**src/design/fdcp_regs.svh**
```systemverilog
// constants of the floppy drive control port: offsets, fields, resets, timing
// assumes the system clock runs at 25 MHz
`ifndef FDCP_REGS_SVH
`define FDCP_REGS_SVH

// ==========================================================================
// register offsets
`define FDCP_STAT_ADDR 8'h00
`define FDCP_CTL_ADDR 8'h04

// ==========================================================================
// control port fields
`define FDCP_CMD_MSB 2
`define FDCP_CMD_RST_PULSE 3'h0
`define FDCP_CMD_FAST_STEP 3'h1
`define FDCP_CMD_LATCH 3'h2
`define FDCP_HL3_MASK 8'h37
`define FDCP_HL3_VALUE 8'h02
`define FDCP_LATCH_MSB 4
`define FDCP_LATCH_LSB 1
`define FDCP_SEL_BIT 4
`define FDCP_HOLD_BIT 3
`define FDCP_LATCH_RST 4'h0

// ==========================================================================
// timing
`define FDCP_CLK_NS 40
`define FDCP_STEP_PULSE_NS 4000
`define FDCP_STEP_PULSE_CYC ((`FDCP_STEP_PULSE_NS + `FDCP_CLK_NS - 1) / `FDCP_CLK_NS)
`define FDCP_SPARE_PULSE_NS 1000
`define FDCP_SPARE_PULSE_CYC ((`FDCP_SPARE_PULSE_NS + `FDCP_CLK_NS - 1) / `FDCP_CLK_NS)
`define FDCP_READY_HOLD_US 200000
`define FDCP_READY_HOLD_CYC ((`FDCP_READY_HOLD_US * 1000 + `FDCP_CLK_NS - 1) / `FDCP_CLK_NS)
`define FDCP_XTAL_KHZ 4000
`define FDCP_SYS_KHZ 25000
`define FDCP_XTAL_STEP 16'd8000
`define FDCP_XTAL_MOD 16'd25000

`endif

```
**src/design/fdcp_pkg.sv**
```systemverilog
// types shared by the floppy drive control port modules
// assumes nothing of its surroundings
package fdcp_pkg;
    typedef logic [7:0] fdcp_addr_t;
    typedef logic [7:0] fdcp_byte_t;

    // every pin that arrives from outside the clock domain
    typedef struct packed {
        logic step;
        logic step_direction;
        logic head_load;
        logic so_gate_a;
        logic so_gate_b;
        logic si_gate_a;
        logic si_gate_b;
        logic drive0_ready_n;
        logic drive1_ready_n;
        logic drive0_index_n;
        logic drive1_index_n;
        logic drive0_track0_n;
        logic drive1_track0_n;
        logic drive0_wfault_n;
        logic drive1_wfault_n;
        logic drive0_rdata_n;
        logic drive1_rdata_n;
        logic spare_trig_n;
        logic spare_trig_p;
        logic boot_opt;
        logic rst_src_hold;
        logic sel_src_latch;
        logic ready_src_line;
    } fdcp_pins_t;
endpackage

```
**src/design/fdcp_if.sv**
```systemverilog
// carriers between the control port and its one-shots and boot image
// assumes all users share one clock
`timescale 1ns/1ps
`default_nettype none

// ==========================================================================
// one-shot trigger and output
interface fdcp_os_if;
    logic trig_p;
    logic trig_n;
    logic q;
    modport os (input trig_p, input trig_n, output q);
    modport user (output trig_p, output trig_n, input q);
endinterface

// ==========================================================================
// boot image lookup
interface fdcp_rom_if;
    logic [4:0] addr;
    fdcp_pkg::fdcp_byte_t data;
    modport rom (input addr, output data);
    modport user (output addr, input data);
endinterface

`default_nettype wire

```
**src/design/fdcp_oneshot.sv**
```systemverilog
// retriggerable one-shot with rising and falling trigger inputs
// assumes triggers come from flops on the same clock
`timescale 1ns/1ps
`default_nettype none

module fdcp_oneshot #(
    parameter int unsigned CYCLES = 1
) (
    // clock and reset
    input wire logic clk,
    input wire logic rst_n,
    input wire logic clk_en,
    // trigger and pulse
    fdcp_os_if.os os
);
    import fdcp_pkg::*;

    typedef struct packed {
        logic prev_p;
        logic prev_n;
        logic [23:0] cnt;
        logic q;
    } fdcp_os_st_t;

    localparam fdcp_os_st_t ST_RST = '{prev_p: 1'b0, prev_n: 1'b1, cnt: 24'h0, q: 1'b0};

    fdcp_os_st_t st_ff;
    fdcp_os_st_t nxt_st;
    logic trig;

    assign trig = (os.trig_p & ~st_ff.prev_p) | (~os.trig_n & st_ff.prev_n);
    assign os.q = st_ff.q;

    always_comb begin
        nxt_st = st_ff;
        nxt_st.prev_p = os.trig_p;
        nxt_st.prev_n = os.trig_n;
        if (trig) begin
            nxt_st.q = 1'b1;
            nxt_st.cnt = 24'(CYCLES - 1);
        end else if (st_ff.cnt != 24'h0) begin
            nxt_st.cnt = st_ff.cnt - 24'h1;
        end else begin
            nxt_st.q = 1'b0;
        end
    end

    always_ff @(posedge clk or negedge rst_n) begin
        if (!rst_n) begin
            st_ff <= ST_RST;
        end else if (clk_en) begin
            st_ff <= nxt_st;
        end
    end
endmodule

`default_nettype wire

```
**src/design/fdcp_boot_rom.sv**
```systemverilog
// fixed 32-byte bootstrap image
// assumes the reader registers the byte it gets
`timescale 1ns/1ps
`default_nettype none

module fdcp_boot_rom (
    // lookup
    fdcp_rom_if.rom bus
);
    import fdcp_pkg::*;

    localparam fdcp_byte_t ROM_IMG [0:31] = '{
        8'hdb, 8'hfc, 8'haf, 8'h6f, 8'h67, 8'h3c, 8'hd3, 8'hfa,
        8'h3e, 8'h8c, 8'hd3, 8'hf8, 8'hdb, 8'hfc, 8'hb7, 8'hf2,
        8'h19, 8'h00, 8'hdb, 8'hfb, 8'h77, 8'h23, 8'hc3, 8'h0c,
        8'h00, 8'hdb, 8'hf8, 8'hb7, 8'hca, 8'h7d, 8'h00, 8'h76
    };

    assign bus.data = ROM_IMG[bus.addr];
endmodule

`default_nettype wire

```
**src/design/fdcp_ctl.sv**
```systemverilog
// floppy drive control port: command decode, latch, step and head-load gating
// assumes one 25 MHz clock; drive and controller pins are asynchronous
//
// Overview of operation
// - step-out to the drive goes low only while both its gate inputs are high.
// - step-in to the drive goes low only while both its gate inputs are high.
// - each controller step starts a one-shot giving an active-high step pulse.
// - step direction is given twice, one copy low for inward, one low for outward.
// - a control write with low bits 001 gives a one-cycle high fast-step pulse.
// - a control write matching xx00x010 gives a high head-load-three enable.
// - the drive-set select picks drive zero status lines when low, drive one when high.
// - a control write with low bits 010 latches data bit 4 as the drive-set select.
// - a control write with low bits 000 gives one low reset pulse.
// - the inverse of latch bit 3 is given as a static reset hold level.
// - drive reset is asserted whenever master reset or the chosen reset control is low.
// - head-load-three is the NAND of its enable and the common head-load line.
// - a 4 MHz square wave is derived for the separator and controller timing.
// - with the boot option on after reset, reads return the 32-byte boot image.
// - the spare one-shot takes a falling and a rising trigger and drives high.
// - controller ready is the inverted drive ready, or an index-kept one-shot.
//
// Local design decisions: the register offsets and strobed register access.
`timescale 1ns/1ps
`default_nettype none
`include "fdcp_regs.svh"

module fdcp_ctl #(
    parameter int unsigned READY_HOLD_CYC = `FDCP_READY_HOLD_CYC
) (
    // clock and reset
    input wire logic clk,
    input wire logic rst_n,
    input wire logic clk_en,
    // register port
    input wire fdcp_pkg::fdcp_addr_t reg_addr,
    input wire fdcp_pkg::fdcp_byte_t reg_wdata,
    input wire logic reg_wr,
    input wire logic reg_rd,
    output fdcp_pkg::fdcp_byte_t reg_rdata,
    // pins from controller, drives and jumpers
    input wire fdcp_pkg::fdcp_pins_t pins,
    // controller side outputs
    output logic step_pulse,
    output logic dir_in_low,
    output logic dir_out_low,
    output logic ctl_ready,
    output logic clk4_out,
    // drive side outputs
    output logic step_out_n,
    output logic step_in_n,
    output logic head_load_zero_n,
    output logic head_load_three_n,
    output logic drive_reset_n,
    // decoded port lines
    output logic fast_step,
    output logic hl3_en,
    output logic reset_pulse_n,
    output logic reset_hold,
    output logic drive_set,
    // selected drive status, active low
    output logic sel_ready_n,
    output logic sel_index_n,
    output logic sel_track0_n,
    output logic sel_wfault_n,
    output logic sel_rdata_n,
    // spare one-shot
    output logic spare_q
);
    import fdcp_pkg::*;

    typedef struct packed {
        fdcp_pins_t s1;
        fdcp_pins_t s2;
        logic [`FDCP_LATCH_MSB:`FDCP_LATCH_LSB] latch;
        logic fast_step;
        logic hl3_en;
        logic rst_pulse_n;
        logic step_out_n;
        logic step_in_n;
        logic dir_in_low;
        logic dir_out_low;
        logic drive_reset_n;
        logic hl_zero_n;
        logic hl_three_n;
        logic reset_hold;
        logic ready;
        logic [4:0] sel_status;
        logic boot_armed;
        logic boot_mode;
        logic [15:0] acc;
        logic clk4;
        fdcp_byte_t rdata;
    } fdcp_state_t;

    // active-low edge sources start idle high: no false edge after reset
    localparam fdcp_pins_t PINS_RST = '{spare_trig_n: 1'b1, drive0_index_n: 1'b1,
        drive1_index_n: 1'b1, default: 1'b0};

    localparam fdcp_state_t ST_RST = '{
        s1: PINS_RST, s2: PINS_RST, latch: `FDCP_LATCH_RST,
        fast_step: 1'b0, hl3_en: 1'b0, rst_pulse_n: 1'b1,
        step_out_n: 1'b1, step_in_n: 1'b1, dir_in_low: 1'b0, dir_out_low: 1'b1,
        drive_reset_n: 1'b0, hl_zero_n: 1'b1, hl_three_n: 1'b1, reset_hold: 1'b1,
        ready: 1'b0, sel_status: 5'h1f, boot_armed: 1'b1, boot_mode: 1'b0,
        acc: 16'h0, clk4: 1'b0, rdata: 8'h00
    };

    fdcp_state_t st_ff;
    fdcp_state_t nxt_st;

    logic ctl_wr;
    logic [`FDCP_CMD_MSB:0] cmd;
    logic sel_line;
    logic reset_ctl;
    logic [16:0] acc_sum;

    fdcp_os_if step_os ();
    fdcp_os_if spare_os ();
    fdcp_os_if ready_os ();
    fdcp_rom_if rom ();

    // ==========================================================================
    // one-shots and boot image
    assign step_os.trig_p = st_ff.s2.step;
    assign step_os.trig_n = 1'b1;
    assign spare_os.trig_p = st_ff.s2.spare_trig_p;
    assign spare_os.trig_n = st_ff.s2.spare_trig_n;
    assign ready_os.trig_p = 1'b0;
    assign ready_os.trig_n = st_ff.sel_status[3];
    assign rom.addr = reg_addr[4:0];

    fdcp_oneshot #(.CYCLES(`FDCP_STEP_PULSE_CYC)) u_step_os (
        .clk(clk),
        .rst_n(rst_n),
        .clk_en(clk_en),
        .os(step_os.os)
    );

    fdcp_oneshot #(.CYCLES(`FDCP_SPARE_PULSE_CYC)) u_spare_os (
        .clk(clk),
        .rst_n(rst_n),
        .clk_en(clk_en),
        .os(spare_os.os)
    );

    fdcp_oneshot #(.CYCLES(READY_HOLD_CYC)) u_ready_os (
        .clk(clk),
        .rst_n(rst_n),
        .clk_en(clk_en),
        .os(ready_os.os)
    );

    fdcp_boot_rom u_rom (
        .bus(rom.rom)
    );

    // ==========================================================================
    // decode
    assign ctl_wr = reg_wr && (reg_addr == `FDCP_CTL_ADDR);
    assign cmd = reg_wdata[`FDCP_CMD_MSB:0];
    assign sel_line = st_ff.s2.sel_src_latch ? st_ff.latch[`FDCP_SEL_BIT] : 1'b0;
    assign acc_sum = {1'b0, st_ff.acc} + {1'b0, `FDCP_XTAL_STEP};
    // hold level or pulse, as the jumper chooses
    assign reset_ctl = st_ff.s2.rst_src_hold ? st_ff.reset_hold : st_ff.rst_pulse_n;

    always_comb begin
        nxt_st = st_ff;
        nxt_st.s1 = pins;
        nxt_st.s2 = st_ff.s1;

        // drive gating
        nxt_st.step_out_n = ~(st_ff.s2.so_gate_a & st_ff.s2.so_gate_b);
        nxt_st.step_in_n = ~(st_ff.s2.si_gate_a & st_ff.s2.si_gate_b);
        nxt_st.dir_in_low = ~st_ff.s2.step_direction;
        nxt_st.dir_out_low = st_ff.s2.step_direction;
        nxt_st.hl_zero_n = ~st_ff.s2.head_load;
        nxt_st.hl_three_n = ~(st_ff.hl3_en & st_ff.s2.head_load);
        nxt_st.reset_hold = ~st_ff.latch[`FDCP_HOLD_BIT];
        // master reset forces this low through the async reset
        nxt_st.drive_reset_n = reset_ctl;

        // control port writes
        nxt_st.fast_step = 1'b0;
        nxt_st.hl3_en = 1'b0;
        nxt_st.rst_pulse_n = 1'b1;
        if (ctl_wr) begin
            if (cmd == `FDCP_CMD_FAST_STEP) begin
                nxt_st.fast_step = 1'b1;
            end else if (cmd == `FDCP_CMD_RST_PULSE) begin
                nxt_st.rst_pulse_n = 1'b0;
            end else if (cmd == `FDCP_CMD_LATCH) begin
                nxt_st.latch = reg_wdata[`FDCP_LATCH_MSB:`FDCP_LATCH_LSB];
            end
            // other codes leave pulses idle and the latch alone
            if ((reg_wdata & `FDCP_HL3_MASK) == `FDCP_HL3_VALUE) begin
                nxt_st.hl3_en = 1'b1;
            end
            nxt_st.boot_armed = 1'b0;
            nxt_st.boot_mode = 1'b0;
        end else if (st_ff.boot_armed) begin
            nxt_st.boot_mode = st_ff.s2.boot_opt;
        end

        // drive status select
        if (sel_line) begin
            nxt_st.sel_status = {st_ff.s2.drive1_ready_n, st_ff.s2.drive1_index_n,
                st_ff.s2.drive1_track0_n, st_ff.s2.drive1_wfault_n,
                st_ff.s2.drive1_rdata_n};
        end else begin
            nxt_st.sel_status = {st_ff.s2.drive0_ready_n, st_ff.s2.drive0_index_n,
                st_ff.s2.drive0_track0_n, st_ff.s2.drive0_wfault_n,
                st_ff.s2.drive0_rdata_n};
        end

        // ready for the controller
        if (st_ff.s2.ready_src_line) begin
            nxt_st.ready = ~st_ff.sel_status[4];
        end else begin
            nxt_st.ready = ready_os.q;
        end

        // 4 MHz square wave: toggle at 8 MHz average by phase accumulation
        if (acc_sum >= {1'b0, `FDCP_XTAL_MOD}) begin
            nxt_st.acc = 16'(acc_sum - {1'b0, `FDCP_XTAL_MOD});
            nxt_st.clk4 = ~st_ff.clk4;
        end else begin
            nxt_st.acc = acc_sum[15:0];
        end

        // register read, data in the next cycle only
        nxt_st.rdata = 8'h00;
        if (reg_rd) begin
            if (st_ff.boot_mode) begin
                nxt_st.rdata = rom.data;
            end else if (reg_addr == `FDCP_STAT_ADDR) begin
                nxt_st.rdata = {st_ff.latch, st_ff.boot_mode, st_ff.sel_status[3],
                    st_ff.sel_status[2], st_ff.ready};
            end
        end
    end

    always_ff @(posedge clk or negedge rst_n) begin
        if (!rst_n) begin
            st_ff <= ST_RST;
        end else if (clk_en) begin
            st_ff <= nxt_st;
        end
    end

    // ==========================================================================
    // outputs
    assign reg_rdata = st_ff.rdata;
    assign step_pulse = step_os.q;
    assign spare_q = spare_os.q;
    assign dir_in_low = st_ff.dir_in_low;
    assign dir_out_low = st_ff.dir_out_low;
    assign ctl_ready = st_ff.ready;
    assign clk4_out = st_ff.clk4;
    assign step_out_n = st_ff.step_out_n;
    assign step_in_n = st_ff.step_in_n;
    assign head_load_zero_n = st_ff.hl_zero_n;
    assign head_load_three_n = st_ff.hl_three_n;
    assign drive_reset_n = st_ff.drive_reset_n;
    assign fast_step = st_ff.fast_step;
    assign hl3_en = st_ff.hl3_en;
    assign reset_pulse_n = st_ff.rst_pulse_n;
    assign reset_hold = st_ff.reset_hold;
    assign drive_set = st_ff.latch[`FDCP_SEL_BIT];
    assign sel_ready_n = st_ff.sel_status[4];
    assign sel_index_n = st_ff.sel_status[3];
    assign sel_track0_n = st_ff.sel_status[2];
    assign sel_wfault_n = st_ff.sel_status[1];
    assign sel_rdata_n = st_ff.sel_status[0];
endmodule

`default_nettype wire

```
**config.mk**
```make
export PLATFORM = sky130hd
export DESIGN_NAME = fdcp_ctl
export DESIGN_NICKNAME = d
export VERILOG_FILES = /design/src/design/fdcp_pkg.sv /design/src/design/fdcp_if.sv /design/src/design/fdcp_oneshot.sv /design/src/design/fdcp_boot_rom.sv /design/src/design/fdcp_ctl.sv
export VERILOG_INCLUDE_DIRS = /design/src /design/src/design
export SDC_FILE = /design/constraint.sdc
export NUM_CORES = 1
export LEC_CHECK = 0
export BUFFER_PORTS_ARGS = -buffer_cell sky130_fd_sc_hd__buf_2
export CAP_MARGIN = 20
export CELL_PAD_IN_SITES_DETAIL_PLACEMENT = 1
export CELL_PAD_IN_SITES_GLOBAL_PLACEMENT = 1
export CORE_MARGIN = 2
export CORE_UTILIZATION = 51
export DETAILED_ROUTE_END_ITERATION = 6
export PLACE_DENSITY = 0.84
export SYNTH_ARGS = -nofsm -noshare
export SYNTH_HDL_FRONTEND = slang
export SYNTH_SLANG_ARGS = --single-unit
export TNS_END_PERCENT = 100
```
**constraint.sdc**
```tcl
create_clock -name clk -period 5.8 [get_ports clk]
set_input_delay 0.29 -clock clk [delete_from_list [all_inputs] [get_ports clk]]
set_output_delay 0.29 -clock clk [all_outputs]
set_load 0.005 [all_outputs]
```
==> results of run 1 <==
==> final timing paths <==
check / from / endpoint / slack, ns / cells past startpoint
worst min-delay path: pins[17] / nxt_st[65] / 0.08 / 2
worst max register to register: st_ff[15] / st_ff[19] / 2.49 / 8
min in group asynchronous: rst_n / st_ff[12] / 0.50 / 2
max in group asynchronous: rst_n / u_step_os.st_ff[6] / 3.79 / 3
worst min register to register: st_ff[66] / step_out_n / 0.45 / 1
worst max-delay path: st_ff[15] / st_ff[19] / 2.49 / 8
==> routing by layer <==
metal / up-vias / routed length, um / global-route usage [%]
met3: 39 / 612 / 5.74
met4: 0 / 367 / 7.37
met5: - / 0 / 0
met1: 3305 / 9170 / 30.9
met2: 102 / 11000 / 44.1
li1: 3084 / - / -
==> report_power, final <==
group	switching [W]	internal (W)
Combinational	0.000627	0.000451
Sequential	0.000223	0.00139
Clock	0.000552	0.000588
Total	0.00140	0.00243
==> layout make-up <==
class / instances / share of cell area (%)
Sequential cell: 170 / 44.0
Multi-Input combinational cell: 608 / 41.9
Clock buffer: 18 / 4.52
Timing Repair Buffer: 75 / 4.14
Tap cell: 220 / 2.83
Clock inverter: 14 / 1.54
Inverter: 27 / 1.04
==> kinds of logic (layout without fill, tap and decap cells) <==
family                   count (synthesis)  in the layout
flip-flops                             170            170
AO/OA/AOI/OAI                          147            147
multiplexers                            67             67
XOR/XNOR                                65             65
buffers and inverters                   70            134
AND/OR/NAND/NOR                        313            313
adder cells (fa/ha/maj)                 16             16
==> sequential cells by signal (all words and copies together) (netlist names), 8 cells and up <==
signal	cells
st_ff	37
u_spare_os.st_ff	26
u_ready_os.st_ff	25
u_step_os.st_ff	25
nxt_st	24
reg_rdata	8
==> cell usage in the layout (no fill, tap or decap), drive strengths merged, types with 9 or more instances in the layout <==
| cell type | count |
|---|---|
| inv | 35 |
| nand3b | 9 |
| dfstp | 21 |
| ha | 16 |
| dfrtp | 149 |
| o21ai | 44 |
| mux2i | 13 |
| or3 | 11 |
| xnor2 | 42 |
| a31oi | 15 |
| buf | 74 |
| nand2b | 16 |
| nand2 | 65 |
| nand3 | 16 |
| a21oi | 32 |
| clkbuf | 18 |
| nor2 | 96 |
| or4 | 11 |
| mux2 | 53 |
| nor4 | 19 |
| xor2 | 23 |
| nor3 | 28 |
==> critical path: cells and delay by family (launching register included) <==
kind	cells	cell delay [ns]
multiplexers	1	0.23
adder cells (fa/ha/maj)	1	0.36
flip-flops	1	0.50
AO/OA/AOI/OAI	2	0.84
AND/OR/NAND/NOR	4	1.26
==> metrics by stage <==
| stage | setup slack [ns] | util [%] | power [W] | hold WS (ns) |
|---|---|---|---|---|
| after floorplan | 3.19 | - | 0.00238 | -0.00559 |
| after global placement | 2.64 | 54.9 | 0.00259 | 0.406 |
| after detailed placement | 2.51 | 55.0 | 0.00269 | 0.431 |
| after CTS | 2.52 | 58.6 | 0.00386 | 0.0654 |
| after global routing | 2.24 | 58.6 | 0.00407 | 0.0687 |
| final | 2.49 | 58.6 | 0.00383 | 0.0838 |
==> what timing repair did <==
action,in CTS,in global routing
setup buffers,0,0
endpoints found under the hold margin,6,0
hold buffers,1,0
==> reports/metrics.cfg, run 1 <==
[yosys]
synthCells = 848
synth_xor_area_share_pct = 6.57
synth.avg_cell_area_sq_um = 10.2
yosysTopAreaCell = dfrtp_1
synthSimpleGateAreaFrac_pct = 18.7
synth_nets = 908
yosysUniqueCellTypes = 74
synthTopCellsByCount = 149 x dfrtp_1, 96 x nor2_1, 65 x nand2_1
synthArstFlopShare_pct = 100
ys.flop_type = dfrtp_1
synthTopCellsByArea = dfrtp_1 43%, mux2_2 6.9%, dfstp_2 6.4%, xnor2_1 4.2%, nor2_1 4.2%
synth.area.mux_share_pct = 8.65
yosys_register_bits = 170
ys_warn_count = 0
synth_edf_count = 0
synth_fa_ha_area_share_pct = 2.31
synth-seq-area-share_pct = 49.4
yosys.area.top_type_share_pct = 43.0
yosys.cell_count.top_type = dfrtp_1
synth_top_family_by_area = simple AND/OR/NAND/NOR gates
synthesis.area_sq_um = 8660
synth_compound_area_share_pct = 10.8

[final_layout]
diodes = 0
multi_input_area_sq_um = 4070
fin_area_sq_um = 9720
n_fill_cell = 1850
area_growth_pct = 12.2
instances_no_fill = 1132
final_layout_size_suffix_gt1_share_pct = 22.1
final_nets = 959
final-seq-area_sq_um = 4280

[worst_setup_path]
max_stage_delay_ns = 0.70
cp-end-kind = register
slowest_stage = o31ai_1
startpoint_type = register
crit_required_ns = 6.11
cp_data_arrival_time_ns = 3.62
crit_type = register to register
cp_cell_sequence = ha_1, nor3_4, nand4b_1, o31ai_1, nand4_1, nand2_1, mux2i_1, o221ai_1
cp_max_fo = 9

[floorplan]
rows = 47
boundaryPins = 73
die_h_um = 134
coreArea_sq_um = 16600
die_area_sq_um = 18000
die_w_um = 134
start_util_pct = 52.2

[sta]
period_needed_ns = 3.31
worst_pin_slew_ns = 0.947
post-route-period-util_pct = 57.0
maxSlewViolCount = 0
grt_setup_unrepaired = false
setup_viol = 0
finalSetupTns_ns = 0
worst_clock_skew_ns = 0.00865
max_freq_mhz = 302
finalHoldViolations = 0
slew_headroom_pct = 35.9

[route]
via_per_inst = 5.77
drtPass1Iterations = 4
routed_wl_mm = 21.1
route.vias.total = 6530
ant_nets = 0
wire_per_inst_um = 18.7
dr.first_iter.drc_count = 240
drc = 0

[grt]
grt.overflow.total = 0
grt_pass1_vias = 7259
grt_pass1_wl_mm = 36.2
grt_max_degree = 104
antenna_found_initial = 0
grt_usage_pct = 25.1

[cts]
cts-root-buf = clkbuf_16
path_clk_slew_ns = 0.07
clock_path_buffers = 2
cts_buffers = 17
ctsResizeCount = 0
clk_latency_ns = 0.44
cts_tree = built
htree_levels = 4
clock_sinks = 170

[place]
io_buffer_count = 70
dp.cells = 1099
placed_cell_area_sq_um = 9120
gp_congestion = 0.834
hpwl_mm = 14.1

[job]
maxCapViolCount = 0

[pwr]
p_leak_nw = 4.28
peakVddDrop_v = 0.000240
powerDensity_nw_per_um2 = 394

[run_status]
outcome = complete, no violations

[min_path]
hold_class = input port to register

Power figures use the tool's default switching activity.
==> inputs of run 2 (changes only) <==
--- a/config.mk
+++ b/config.mk
@@ -6,14 +6,15 @@
 export SDC_FILE = /design/constraint.sdc
 export NUM_CORES = 1
 export LEC_CHECK = 0
+export ABC_AREA = 1
 export BUFFER_PORTS_ARGS = -buffer_cell sky130_fd_sc_hd__buf_2
 export CAP_MARGIN = 20
 export CELL_PAD_IN_SITES_DETAIL_PLACEMENT = 1
 export CELL_PAD_IN_SITES_GLOBAL_PLACEMENT = 1
 export CORE_MARGIN = 2
-export CORE_UTILIZATION = 51
+export CORE_UTILIZATION = 41
 export DETAILED_ROUTE_END_ITERATION = 6
-export PLACE_DENSITY = 0.84
+export PLACE_DENSITY = 0.76
 export SYNTH_ARGS = -nofsm -noshare
 export SYNTH_HDL_FRONTEND = slang
 export SYNTH_SLANG_ARGS = --single-unit
==> constraint.sdc (replaced) <==
create_clock -name clk -period 2.7 [get_ports clk]
set_input_delay 0.135 -clock clk [delete_from_list [all_inputs] [get_ports clk]]
set_output_delay 0.135 -clock clk [all_outputs]
set_load 0.005 [all_outputs]
==> run 2 against run 1 <==
Power increased to 2.6 times the previous value. Clock power rose by 110%. Cell count rose by 45%. Count of clock-buffer cells in the layout is 1 lower. Clock skew up 0.0017 ns. Via count increased by 31%. Flip-flop and latch count did not move. Critical path depth up 1. Synthesized cell count up 47%. First-iteration DRC count grew 63%. Wire length up 21%. Highest routed layer unchanged.
==> reports/metrics.cfg, run 2 <==
[run_status]
outcome = complete, no violations

[route]
dr.first_iter.drc_count = 392  ; +63%
route.vias.total = 8551  ; +31%
via_per_inst = 5.22  ; -9.4%
routed_wl_mm = 25.5  ; +21%
wire_per_inst_um = 15.6  ; -17%
drtPass1Iterations = 5  ; +1
ant_nets = 0  ; unchanged
drc = 0  ; unchanged

[yosys]
yosysTopAreaCell = dfrtp_1
yosysUniqueCellTypes = 53  ; -28%
synthArstFlopShare_pct = 100  ; unchanged
synthesis.area_sq_um = 9540  ; +10%
synth-seq-area-share_pct = 44.9  ; -4.5 points
yosys_register_bits = 170  ; unchanged
synthTopCellsByArea = dfrtp_1 39%, nand2_1 15%, nor2_1 6.2%, dfstp_2 5.8%, o21ai_0 4.1%
synth_nets = 1307  ; +44%
synthCells = 1247  ; +47%
synth.avg_cell_area_sq_um = 7.65  ; -25%
synth_edf_count = 0  ; unchanged
ys.flop_type = dfrtp_1
ys_warn_count = 0  ; unchanged
yosys.area.top_type_share_pct = 39.1  ; -3.9 points
yosys.cell_count.top_type = nand2_1
synthTopCellsByCount = 392 x nand2_1, 158 x nor2_1, 149 x dfrtp_1

[worst_setup_path]
crit_type = register to register
crit_required_ns = 3.01  ; -3.10 ns
cp_data_arrival_time_ns = 2.67  ; -0.95 ns
r2r_slack_ns = 0.34  ; -2.15 ns
cp-end-kind = register
startpoint_type = register
cp_max_fo = 18  ; +9

[floorplan]
die_h_um = 157  ; +16%
rows = 55  ; +17%
start_util_pct = 42.0  ; -10 points
coreArea_sq_um = 22700  ; +37%
boundaryPins = 73  ; unchanged
die_area_sq_um = 24500  ; +36%
die_w_um = 157  ; +16%

[grt]
grt_max_degree = 78  ; -25%
grt.overflow.total = 0  ; unchanged
use_met2_pct = 38.1  ; -5.9 points
use_met1_pct = 29.0  ; -1.9 points
antenna_found_initial = 0  ; unchanged
grt.met3_usage_pct = 3.85  ; -1.9 points
grt_pass1_wl_mm = 43.9  ; +21%
grt_usage_pct = 22.2  ; -2.9 points
grt-busiest-layer = met2
grt_pass1_vias = 8934  ; +23%

[final_layout]
diodes = 0  ; unchanged
final_nets = 1399  ; +46%
reg_top3 = st_ff (37), u_spare_os.st_ff (26)
regMostFlops = st_ff
final-seq-area_sq_um = 4280  ; unchanged
largest_reg_flops = 37  ; unchanged
final_layout_size_suffix_gt1_share_pct = 13.8  ; -8.4 points
area_growth_pct = 15.7
final_cell_mix = 391 x nand2_1, 158 x nor2_1, 149 x dfrtp_1
layout_commonest_cell = nand2_1
instances_no_fill = 1637  ; +45%
n_fill_cell = 2822  ; +53%
multi_input_area_sq_um = 4660  ; +14%

[cts]
cts_tree = built
path_clk_slew_ns = 0.08  ; about the same
cts_setup_buffers = 0  ; unchanged
clk_latency_ns = 0.44  ; about the same
htree_levels = 4  ; unchanged
clock_sinks = 170  ; unchanged
clock_path_buffers = 2  ; unchanged
cts_buffers = 17  ; unchanged
cts-root-buf = clkbuf_16

[sta]
period_needed_ns = 2.36  ; -0.952 ns
worst_pin_slew_ns = 0.754  ; -0.193 ns
grt_setup_unrepaired = false
worst_clock_skew_ns = 0.0103  ; +0.00166 ns
slew_headroom_pct = 49.7  ; +14 points
finalSetupTns_ns = 0  ; unchanged
setup_viol = 0  ; unchanged
max_freq_mhz = 424  ; +40%
post-route-period-util_pct = 87.3  ; +30 points
maxSlewViolCount = 0  ; unchanged
finalHoldViolations = 0  ; unchanged

[place]
io_buffer_count = 70  ; unchanged
dp.cells = 1574  ; +43%
hpwl_mm = 18.0  ; +28%
gp_congestion = 0.873  ; +4.7%

[pwr]
peakVddDrop_v = 0.000435  ; +81%
total_power_w = 0.0101  ; +160%
p_leak_nw = 5.41  ; +27%
powerDensity_nw_per_um2 = 911  ; +130%

[job]
maxCapViolCount = 0  ; unchanged

[min_path]
hold_class = input port to register

[run 2: cell types whose count changed after synthesis, sizes merged, moves of 13 or more]
| cell | before | now |
|---|---|---|
| nand2 | 65 | 411 |
| mux2i | 13 | 0 |
| nor2 | 96 | 168 |
| nand3 | 16 | 69 |
| nand4 | 3 | 20 |
| inv | 27 | 98 |
| o21ai | 44 | 83 |
| xor2 | 23 | 41 |
| xnor2 | 42 | 4 |
| mux2 | 53 | 1 |
| o31ai | 4 | 27 |
| nand2b | 16 | 0 |
| nor4 | 19 | 2 |
[run 2: layout make-up]
class	instances	share of cell area, %
Clock buffer	17	3.85
Clock inverter	15	1.41
Inverter	101	3.44
Multi-Input combinational cell	935	42.2
Sequential cell	170	38.8
Tap cell	285	3.23
Timing Repair Buffer	114	7.06
[run 2: kinds of logic after synthesis]
family,after synthesis,share of synthesized area [%]
mux,1,0.118
fa+ha+maj,16,2.10
buf+inv,142,6.28
flops,170,44.9
xor+xnor,45,4.21
compound gates,172,10.7
simple gates,701,31.7
[run 2: through the flow]
stage          instance area (sq um)  utilization, %  hold slack, ns  setup WS, ns
6_report                       11000            48.6           0.143         0.343
5_1_grt                        11000            48.6           0.160        0.0302
4_1_cts                        11000            48.6          0.0681         0.255
3_5_place_dp                   10100            44.7           0.211         0.289
3_3_place_gp                   10100            44.7           0.224         0.397
2_1_floorplan                   9540               -          -0.161         0.777
[run 2: where the power goes]
group,leakage (nW),switching [W],internal (W)
Clock,0.287,0.00115,0.00131
Sequential,2.09,0.000480,0.00305
Combinational,3.04,0.00266,0.00141
[run 2: worst paths after layout]
path / start / end / depth (start not counted)
worst max-delay path: u_spare_os.st_ff[25] / u_spare_os.st_ff[4] / 9
worst min-delay path: reg_wdata[1] / st_ff[44] / 3
worst max register to register: u_spare_os.st_ff[25] / u_spare_os.st_ff[4] / 9
worst min register to register: st_ff[64] / step_in_n / 1
max in group asynchronous: rst_n / head_load_three_n / 3
min in group asynchronous: rst_n / nxt_st[50] / 2
[run 2: metal layers]
metal  wire [um]  part of all wire [%]
met2       12700                    50
met4         357                   1.4
met5           0                     0
met3         607                   2.4
met1       11900                    47
[run 2: repair_timing]
item	in CTS	in global routing
endpoints found under the setup margin	0	1
endpoints found under the hold margin	91	0
resized for setup	0	1
hold buffers	31	0
[run 2: worst max-delay path, stage by stage (launching register included)]
cell     delay [ns]
dfstp_2        0.52
inv_1          0.05
o22ai_2        0.26
inv_2          0.18
nor2_4         0.25
inv_1          0.15
nand2_2        0.31
inv_2          0.22
o21ai_0        0.19
nand3_1        0.09
